[config.mk]
export PLATFORM = sky130hd
export DESIGN_NAME = midi_scene_selector
export DESIGN_NICKNAME = d
export VERILOG_FILES = /design/src/mss_pkg.sv /design/src/mss_msg_if.sv /design/src/mss_midi_rx.sv /design/src/midi_scene_selector.sv
export SDC_FILE = /design/constraint.sdc
export NUM_CORES = 2
export LEC_CHECK = 0
export BUFFER_PORTS_ARGS = -buffer_cell sky130_fd_sc_hd__buf_2
export CORE_MARGIN = 2
export CORE_UTILIZATION = 50
export DETAILED_ROUTE_END_ITERATION = 8
export HOLD_SLACK_MARGIN = 0.06
export PLACE_DENSITY = 0.62
export SLEW_MARGIN = 25
export SYNTH_ARGS = -nofsm -noshare
export SYNTH_HDL_FRONTEND = slang
export SYNTH_SLANG_ARGS = --single-unit
[constraint.sdc]
create_clock -name clock -period 121.2 [get_ports clock]
set_input_delay 24.24 -clock clock [delete_from_list [all_inputs] [get_ports clock]]
set_output_delay 24.24 -clock clock [all_outputs]
set_load 0.005 [all_outputs]
[src/mss_pkg.sv]
package mss_pkg;
    localparam int          MSS_SCENES         = 8;
    localparam int          MSS_BLOCKS         = 8;
    localparam int          MSS_LVL_W          = 8;
    localparam int          MSS_PRESET_W       = 7;
    localparam logic [6:0]  MSS_CC_SELECT_RST  = 7'h22;
    localparam logic [6:0]  MSS_CC_UP_RST      = 7'h7B;
    localparam logic [6:0]  MSS_CC_DOWN_RST    = 7'h7C;
    localparam logic [6:0]  MSS_STEP_MIN       = 7'h40;
    localparam logic [7:0]  MSS_LVL_RST        = 8'h80;
    localparam logic [3:0]  MSS_OFS_CTRL       = 4'h0;
    localparam logic [3:0]  MSS_OFS_CCNUM      = 4'h1;
    localparam logic [3:0]  MSS_OFS_STATUS     = 4'h2;
    localparam logic [3:0]  MSS_OFS_MAP        = 4'h3;
    localparam logic [3:0]  MSS_OFS_EDIT       = 4'h4;
    localparam logic [3:0]  MSS_OFS_CMD        = 4'h5;
    localparam logic [3:0]  MSS_OFS_SCENE      = 4'h6;
    localparam logic [31:0] MSS_UNMAPPED       = 32'hDEADBEEF;
    localparam int          MSS_CTRL_CUSTOM    = 0;
    localparam int          MSS_CTRL_REVERT    = 1;
    localparam int          MSS_CTRL_SKIPREP   = 2;
    localparam int          MSS_CMD_SAVE       = 0;
    localparam int          MSS_CMD_LOAD       = 1;
    localparam int          MSS_CMD_KNOB       = 2;
    typedef enum logic [1:0] {MSS_EV_NONE, MSS_EV_CC, MSS_EV_PC} mss_ev_e;
endpackage

[src/mss_msg_if.sv]
`timescale 1ns/1ns
interface mss_msg_if;
    import mss_pkg::*;
    logic       valid;
    mss_ev_e    kind;
    logic [6:0] num;
    logic [6:0] val;
    modport src (output valid, output kind, output num, output val);
    modport dst (input valid, input kind, input num, input val);
endinterface

[src/mss_midi_rx.sv]
`timescale 1ns/1ns
module mss_midi_rx
    import mss_pkg::*;
(
    input  wire logic  clock,
    input  wire logic  reset,
    input  wire logic  enable,
    input  wire logic  byte_valid,
    input  wire logic [7:0] byte_data,
    input  wire logic [3:0] channel,
    mss_msg_if.src     msg
);
    typedef struct packed {
        logic       want_data;
        logic       have_first;
        mss_ev_e    kind;
        logic [6:0] first;
        logic       valid;
        logic [6:0] num;
        logic [6:0] val;
    } mss_rx_s;
    mss_rx_s st_r, st_nxt;

    always_comb begin
        st_nxt = st_r;
        st_nxt.valid = 1'b0;
        if (byte_valid) begin
            if (byte_data[7]) begin
                st_nxt.have_first = 1'b0;
                st_nxt.want_data = (byte_data[3:0] == channel) &&
                    (byte_data[7:4] == 4'hB || byte_data[7:4] == 4'hC);
                st_nxt.kind = (byte_data[7:4] == 4'hC) ? MSS_EV_PC
                                                      : MSS_EV_CC;
            end else if (st_r.want_data) begin
                if (st_r.kind == MSS_EV_PC) begin
                    st_nxt.valid = 1'b1;
                    st_nxt.num   = byte_data[6:0];
                    st_nxt.val   = 7'h00;
                end else if (!st_r.have_first) begin
                    st_nxt.have_first = 1'b1;
                    st_nxt.first      = byte_data[6:0];
                end else begin
                    st_nxt.have_first = 1'b0;
                    st_nxt.valid      = 1'b1;
                    st_nxt.num        = st_r.first;
                    st_nxt.val        = byte_data[6:0];
                end
            end
        end
    end

    always_ff @(posedge clock or posedge reset) begin
        if (reset) begin
            st_r <= '0;
        end else if (enable) begin
            st_r <= st_nxt;
        end
    end

    assign msg.valid = st_r.valid & enable;
    assign msg.kind  = st_r.kind;
    assign msg.num   = st_r.num;
    assign msg.val   = st_r.val;

    a_pc_one_byte: assert property (@(posedge clock) disable iff (reset)
        (enable && byte_valid && !byte_data[7] && st_r.want_data &&
         st_r.kind == MSS_EV_PC) |=> st_r.valid)
        else $error("program change not emitted");
endmodule // mss_midi_rx

[src/midi_scene_selector.sv]
`timescale 1ns/1ns
// Operation
// direct select uses configurable controller number, 34 after reset
// direct select picks scene value mod eight plus one
// step up and step down controllers configurable, 123 and 124 default
// step controllers act only for values 64 to 127
// custom mode maps program change to preset and scene
// repeated program for active preset skipped when option on; in custom mode the code still applies the mapped scene
// program map edits take effect immediately, no save
// revert off keeps scene edits until preset load or reload
// revert on discards unsaved edits on scene change
// save stores all scenes; knob selection keeps edits until save
// input-muted bypass lets effect tails continue
// scene output level scales all output including tails
// every scene change is reported to the foot controller
// eight scenes each hold bypass, xy, main and loop levels
// new preset engages every block in scenes two to eight
// unmatched controller numbers leave scene unchanged
module midi_scene_selector
    import mss_pkg::*;
#(
    parameter int NB = MSS_BLOCKS
) (
    input  wire logic        clock,
    input  wire logic        reset,
    input  wire logic        enable,
    input  wire logic        midi_byte_valid,
    input  wire logic [7:0]  midi_byte,
    input  wire logic [3:0]  address,
    input  wire logic        read,
    input  wire logic        write,
    input  wire logic [31:0] writedata,
    output logic      [31:0] readdata,
    output logic             waitrequest,
    output logic      [2:0]  scene,
    output logic      [6:0]  preset,
    output logic             scene_changed,
    output logic      [NB-1:0] bypass,
    output logic      [NB-1:0] silence_effect_input,
    output logic      [NB-1:0] xy_sel,
    output logic      [7:0]  main_level,
    output logic      [7:0]  loop_level
);
    localparam int SW = 2 * NB + 2 * MSS_LVL_W;
    typedef logic [SW-1:0] mss_snap_t;
    typedef struct packed {
        logic [2:0]              ctrl;
        logic [3:0]              chan;
        logic [6:0]              cc_select;
        logic [6:0]              step_up_controller_number;
        logic [6:0]              step_down_controller_number;
        logic [NB-1:0]           mute_in;
        logic [127:0][9:0]       map;
        logic [MSS_SCENES-1:0][SW-1:0] live;
        logic [MSS_SCENES-1:0][SW-1:0] saved;
        logic [2:0]              scene;
        logic [6:0]              preset;
        logic                    changed;
        logic [31:0]             rdata;
        logic                    ack;
    } mss_st_s;
    mss_st_s st_r, st_nxt;
    logic       midi_byte_valid_s1, midi_byte_valid_s2;
    logic [7:0] midi_byte_s1, midi_byte_s2;
    mss_msg_if msg ();

    mss_midi_rx u_rx (
        .clock      (clock),
        .reset      (reset),
        .enable     (enable),
        .byte_valid (midi_byte_valid_s2),
        .byte_data  (midi_byte_s2),
        .channel    (st_r.chan),
        .msg        (msg)
    );

    always_ff @(posedge clock or posedge reset) begin
        if (reset) begin
            midi_byte_valid_s1 <= 1'b0;
            midi_byte_valid_s2 <= 1'b0;
            midi_byte_s1       <= 8'h00;
            midi_byte_s2       <= 8'h00;
        end else if (enable) begin
            midi_byte_valid_s1 <= midi_byte_valid;
            midi_byte_valid_s2 <= midi_byte_valid_s1;
            midi_byte_s1       <= midi_byte;
            midi_byte_s2       <= midi_byte_s1;
        end
    end

    function automatic mss_snap_t new_snap(input logic [2:0] idx);
        mss_snap_t s;
        s = '0;
        s[MSS_LVL_W +: MSS_LVL_W]   = MSS_LVL_RST;
        s[MSS_LVL_W-1:0]            = MSS_LVL_RST;
        if (idx != 3'h0) begin
            s[SW-1 -: NB] = '0; // engaged, bypass clear
        end else begin
            s[SW-1 -: NB] = '1;
        end
        return s;
    endfunction

    logic       sel_valid;
    logic [2:0] sel_scene;
    logic [6:0] sel_preset;
    logic       is_write, is_read;

    always_comb begin
        st_nxt     = st_r;
        sel_valid  = 1'b0;
        sel_scene  = st_r.scene;
        sel_preset = st_r.preset;
        is_write   = write && st_r.ack; // lands as wait drops
        is_read    = read && !st_r.ack;
        st_nxt.changed = 1'b0;
        st_nxt.ack     = (read || write) && !st_r.ack;
        if (msg.valid && msg.kind == MSS_EV_CC) begin
            if (msg.num == st_r.cc_select) begin
                sel_valid = 1'b1;
                sel_scene = msg.val[2:0]; // mod eight, shown plus one
            end else if (msg.num == st_r.step_up_controller_number) begin
                sel_valid = msg.val >= MSS_STEP_MIN;
                sel_scene = st_r.scene + 3'h1;
            end else if (msg.num == st_r.step_down_controller_number) begin
                sel_valid = msg.val >= MSS_STEP_MIN;
                sel_scene = st_r.scene - 3'h1;
            end
            // other controller numbers fall through idle
        end else if (msg.valid && msg.kind == MSS_EV_PC) begin
            sel_valid  = 1'b1;
            sel_preset = msg.num;
            if (st_r.ctrl[MSS_CTRL_CUSTOM]) begin
                sel_preset = st_r.map[msg.num][9:3];
                sel_scene  = st_r.map[msg.num][2:0];
            end
            if (sel_preset != st_r.preset ||
                !st_r.ctrl[MSS_CTRL_SKIPREP]) begin
                st_nxt.live   = st_r.saved; // preset (re)load
                st_nxt.preset = sel_preset;
                st_nxt.changed = 1'b1;
                if (!st_r.ctrl[MSS_CTRL_CUSTOM]) begin
                    sel_scene = 3'h0;
                end
            end
        end
        if (is_write && address == MSS_OFS_CMD &&
            writedata[MSS_CMD_KNOB]) begin
            sel_valid = 1'b1; // knob never reverts
            sel_scene = writedata[10:8];
        end
        if (sel_valid && sel_scene != st_r.scene) begin
            if (st_r.ctrl[MSS_CTRL_REVERT] &&
                !(is_write && address == MSS_OFS_CMD)) begin
                st_nxt.live[st_r.scene] = st_r.saved[st_r.scene];
            end
            st_nxt.scene   = sel_scene;
            st_nxt.changed = 1'b1;
        end
        if (is_write) begin
            case (address)
                MSS_OFS_CTRL: begin
                    st_nxt.ctrl    = writedata[2:0];
                    st_nxt.chan    = writedata[7:4];
                    st_nxt.mute_in = writedata[8 +: NB];
                end
                MSS_OFS_CCNUM: begin
                    st_nxt.cc_select                   = writedata[6:0];
                    st_nxt.step_up_controller_number   = writedata[14:8];
                    st_nxt.step_down_controller_number = writedata[22:16];
                end
                MSS_OFS_MAP: begin
                    st_nxt.map[writedata[22:16]] = writedata[9:0];
                end
                MSS_OFS_EDIT: begin
                    st_nxt.live[st_r.scene] = writedata[SW-1:0];
                end
                MSS_OFS_CMD: begin
                    if (writedata[MSS_CMD_SAVE]) begin
                        st_nxt.saved = st_nxt.live; // all scenes
                    end
                    if (writedata[MSS_CMD_LOAD]) begin
                        for (int i = 0; i < MSS_SCENES; i++) begin
                            st_nxt.saved[i] = new_snap(3'(i));
                            st_nxt.live[i]  = new_snap(3'(i));
                        end
                        st_nxt.scene   = 3'h0;
                        st_nxt.changed = 1'b1;
                    end
                end
                default: begin
                end
            endcase
        end
        if (is_read) begin
            case (address)
                MSS_OFS_CTRL:   st_nxt.rdata = 32'({st_r.mute_in, st_r.chan,
                                    1'b0, st_r.ctrl});
                MSS_OFS_CCNUM:  st_nxt.rdata = 32'({
                                    1'b0, st_r.step_down_controller_number,
                                    1'b0, st_r.step_up_controller_number,
                                    1'b0, st_r.cc_select});
                MSS_OFS_STATUS: st_nxt.rdata = 32'({st_r.preset, 1'b0,
                                    st_r.scene});
                MSS_OFS_EDIT:   st_nxt.rdata = 32'(st_r.live[st_r.scene]);
                MSS_OFS_SCENE:  st_nxt.rdata = 32'(st_r.saved[st_r.scene]);
                default:        st_nxt.rdata = MSS_UNMAPPED;
            endcase
        end
    end

    always_ff @(posedge clock or posedge reset) begin
        if (reset) begin
            st_r <= '0;
            st_r.cc_select                   <= MSS_CC_SELECT_RST;
            st_r.step_up_controller_number   <= MSS_CC_UP_RST;
            st_r.step_down_controller_number <= MSS_CC_DOWN_RST;
            for (int i = 0; i < MSS_SCENES; i++) begin
                st_r.live[i]  <= new_snap(3'(i));
                st_r.saved[i] <= new_snap(3'(i));
            end
        end else if (enable) begin
            st_r <= st_nxt;
        end
    end

    mss_snap_t cur;
    assign cur = st_r.live[st_r.scene];
    always_ff @(posedge clock or posedge reset) begin
        if (reset) begin
            readdata             <= 32'h00000000;
            waitrequest          <= 1'b1;
            scene                <= 3'h0;
            preset               <= 7'h00;
            scene_changed        <= 1'b0;
            bypass               <= '0;
            silence_effect_input <= '0;
            xy_sel               <= '0;
            main_level           <= 8'h00;
            loop_level           <= 8'h00;
        end else if (enable) begin
            readdata      <= st_nxt.rdata;
            waitrequest   <= !st_nxt.ack;
            scene         <= st_r.scene;
            preset        <= st_r.preset;
            scene_changed <= st_r.changed;
            bypass        <= cur[SW-1 -: NB];
            // input-muted bypass keeps tails ringing
            silence_effect_input <= cur[SW-1 -: NB] & st_r.mute_in;
            xy_sel        <= cur[2*MSS_LVL_W +: NB];
            main_level    <= cur[MSS_LVL_W +: MSS_LVL_W];
            loop_level    <= cur[MSS_LVL_W-1:0];
        end
    end

    a_direct_select: assert property (@(posedge clock) disable iff (reset)
        (enable && msg.valid && msg.kind == MSS_EV_CC &&
         msg.num == st_r.cc_select) |=> st_r.scene == $past(msg.val[2:0]))
        else $error("direct select wrong scene");
    a_step_low_ignored: assert property (@(posedge clock) disable iff (reset)
        (enable && msg.valid && msg.kind == MSS_EV_CC && !write &&
         msg.num == st_r.step_up_controller_number &&
         msg.num != st_r.cc_select && msg.val < MSS_STEP_MIN)
        |=> $stable(st_r.scene))
        else $error("low step value moved scene");
    a_change_reported: assert property (@(posedge clock) disable iff (reset)
        (enable && st_r.scene != $past(st_r.scene)) |-> st_r.changed)
        else $error("scene change not flagged");
    a_change_output: assert property (@(posedge clock) disable iff (reset)
        (enable && st_r.changed) |=> scene_changed)
        else $error("scene change not reported");
    a_wait_release: assert property (@(posedge clock) disable iff (reset)
        (enable && (read || write) && waitrequest) |=> !waitrequest)
        else $error("waitrequest held too long");
    a_reset_cc_default: assert property (@(posedge clock)
        $fell(reset) |-> st_r.cc_select == MSS_CC_SELECT_RST)
        else $error("select controller default wrong");
    a_level_follows: assert property (@(posedge clock) disable iff (reset)
        enable && $past(enable) && !$past(reset) |-> main_level ==
            $past(cur[MSS_LVL_W +: MSS_LVL_W]))
        else $error("main level not from scene");
    a_tail_mute: assert property (@(posedge clock) disable iff (reset)
        enable && $past(enable) |-> (silence_effect_input & ~bypass) == '0)
        else $error("input mute without bypass");
    c_direct: cover property (@(posedge clock) msg.valid &&
        msg.kind == MSS_EV_CC && msg.num == st_r.cc_select);
    c_step_up: cover property (@(posedge clock) msg.valid &&
        msg.num == st_r.step_up_controller_number && msg.val[6]);
    c_pc_custom: cover property (@(posedge clock) msg.valid &&
        msg.kind == MSS_EV_PC && st_r.ctrl[MSS_CTRL_CUSTOM]);
endmodule // midi_scene_selector

==> impl_metrics.toml <==
[sta]
hold_viol_final = 0
worstMarginPinSlew_ns = 1.25
setup_viol = 0
fin_skew_ns = 0.0557
finalCritPeriodShare_pct = 24.1
period_needed_ns = 29.18
slew-limit-headroom_pct = 15.3
grt_setup_unrepaired = "no"
timing.fmax_mhz = 34.3
slew_viol_final = 0
setup_tns_ns = 0

[power_and_ir_drop]
power_mw = 1.55
p_int_mw = 1.12
power.share.switching_pct = 27.5
power_density_mw_per_mm2 = 13.6
p_clk_share_pct = 43.9
power.share.combinational_pct = 9.1
seqPwrFrac_pct = 47.0
power.leakage_nw = 49.3
p_sw_uw = 426
vdd_drop_max_mv = 0.0167

[logic_synthesis]
yosysSeqAreaShare_pct = 47.4
synth_most_common_cell = "dfrtp_1"
synth-edff-count = 0
synth_warnings = 0
synth_seq_cells = 1965
ys_types = 94
synthTopCellsByCount = "dfrtp_1 (1,903), mux2_2 (1,284), clkbuf_1 (758)"
synth-async-reset-ratio_pct = 100
synth_top_area_cell = "dfrtp_1"
synth.area.top_cells = "dfrtp_1 (46%), mux2_2 (14%), mux4_2 (5.8%)"
synth.avg_cell_area_sq_um = 11.1
syn_inst = 9390
syn_nets = 9442
synth_ff_type = "dfrtp_1"
synth_top_cell_area_share_pct = 45.9
syn_area_sq_mm = 0.104

[cts]
clock_sinks = 1965
clk_pin_slew_worst_paths_ns = 0.06
cts_resized = 0
h-tree-depth = 4
cts_hold_buf = 0
root_buffer = "clkbuf_16"
clk_path_buf_depth = 3
cts_setup_buffers = 0
tritoncts = "yes"
cts_buffers = 211
insertion_delay_ns = 0.91

[drt]
top_layer = "met5"
antenna_left = 0
dr_wl_met3_um = 47900
met1_length_um = 151000
vias_per_cell = 7.40
firstDrtPassIters = 9
initialDrtViolationCount = 13600
wirelength_um = 415000
post-route-drc-count = 0
met2WireLength_um = 182000
wl_per_cell_um = 35.0
via_count = 87800

[placed_design]
dp_hpwl_um = 244000
portBuffers = 133
finalWeightedCongestion = 0.936

[grt]
grt_pass1_wl_um = 603000
grt_pass1_vias = 86300
grt_use_total_pct = 38.6
grt_max_degree = 180
grt_overflow = 0
antenna_found_initial = 40

[cells_and_area]
fin_nets = 9017
area.growth.synth_to_final_pct = 9.22
drive_gt1_share_pct = 27.4

[worst_setup_path]
critPathKind = "primary input to flip-flop"
timing.critical_path.required_ns = 121.92
worst_setup_path_end_kind = "flip-flop"
critical_path.max_fanout = 73
startpoint_type = "primary input"
critPathArrivalTime_ns = 29.90

[floorplanning]
pin_count = 134
coreArea_sq_mm = 0.207
rows = 167
start_util_pct = 50.2
die_h_um = 460
die_w_um = 460
fp.dieArea_sq_mm = 0.211

[run]
drv_cap = 0

[worst_hold_path]
hold_class = "flip-flop to flip-flop"

[outcome]
outcome = "finished clean"
==> layout by cell type, fill, tap and decap left out, types with 33 or more instances in the layout <==
cell type and n:
o32ai_1 33, o31ai_1 43, a21oi_1 412, buf_2 122, o22ai_1 271, a2111oi_0 68
o211ai_1 123, dfstp_2 62, a211o_1 37, a211oi_1 206, nand4_1 81, o311ai_0 116
o21ai_0 462, mux4_2 268, a21boi_0 56, inv_1 172, mux2_2 1284, mux2i_1 165
clkbuf_1 54, a31oi_1 51, nand4b_1 64, a311oi_1 35, clkbuf_8 60, nor3_1 541
dfrtp_1 1897, a221o_1 111, a221oi_1 43, clkbuf_16 214, o221ai_1 113, nand2_1 404
and3_1 43, nor2_1 353, nand3_1 229, a22oi_1 148, buf_4 239
==> path summary, 6_finish.rpt <==
| path | start | to | slack (ns) | depth (start not counted) |
|---|---|---|---|---|
| setup reg to reg | u_rx.msg.num[0] | st_r[471] | 111.36 | 17 |
| max in group asynchronous | reset | st_r[943] | 93.78 | 7 |
| setup / recovery | enable | st_r[222] | 92.02 | 12 |
| hold / removal | st_r[1658] | st_r[1658] | 0.48 | 2 |
| min in group asynchronous | reset | st_r[1217] | 23.50 | 2 |
| hold reg to reg | st_r[1658] | st_r[1658] | 0.48 | 2 |
==> critical path: stages <==
cell	delay [ns]
clkbuf_8	0.37
inv_6	0.34
nor3_2	0.25
buf_4	0.60
o211ai_1	0.32
o211ai_1	0.62
o311a_1	0.28
a211oi_1	0.07
nor2_4	0.69
buf_4	0.85
buf_4	0.89
nor3_1	0.17
==> kinds of logic (layout without fill, tap and decap cells) <==
group,after synthesis,count (layout),share of synthesized area (%)
and+or+nand+nor,1935,1935,8.99
muxes,1723,1723,21.4
adders and majority gates,2,2,0.0241
xor gates and xnor gates,33,33,0.278
AOI/OAI and AO/OA,2525,2525,16.9
buffers and inverters,1207,953,5.03
other,0,24,0
DFF,1965,1965,47.4
==> area by class of cell <==
cell class                      count  area (sq um)
Antenna cell                       24          60.1
Clock buffer                      327          6370
Clock inverter                     57           825
Fill cell                       17400         93400
Inverter                          182           696
Multi-Input combinational cell   6218         50000
Sequential cell                  1965         49300
Tap cell                         2704          3380
Timing Repair Buffer              387          2860
==> state kept, by name, summed over array words and instances (netlist names), 3 cells and up <==
signal,cells
midi_byte_s1,8
silence_effect_input,8
loop_level,8
st_r,1840
u_rx.msg.num,7
u_rx.st_r,10
readdata,32
scene,3
bypass,8
u_rx.msg.val,4
main_level,8
preset,7
xy_sel,8
midi_byte_s2,8
==> power by group through the flow <==
stage               Combinational (mW)  Clock (mW)  Sequential, mW
global placement                 0.132           0           0.733
detailed placement               0.136           0           0.734
global route                     0.150       0.707           0.728
finish                           0.141       0.677           0.726
floorplan                       0.0894           0           0.723
CTS                              0.136       0.681           0.723
==> metal layers <==
metal / vias up / global-route usage (%)
li1: 35000 / -
met5: - / 0.207
met4: 34 / 27.1
met2: 6275 / 57.2
met1: 44600 / 47.9
met3: 1886 / 12.1
==> through the flow <==
| stage | instances | hold slack, ns | setup WS [ns] | util [%] | cell area [sq um] |
|---|---|---|---|---|---|
| floorplan | 9390 | 0.444 | 41.57 | - | 104000 |
| global placement | 11500 | 0.457 | 91.53 | 51.2 | 106000 |
| detailed placement | 11500 | 0.465 | 91.43 | 51.3 | 106000 |
| CTS | 11800 | 0.478 | 92.35 | 54.7 | 113000 |
| global route | 11800 | 0.499 | 91.88 | 54.8 | 113000 |
| finish | 11900 | 0.477 | 92.02 | 54.8 | 113000 |
(Power assumes the default switching activity.)
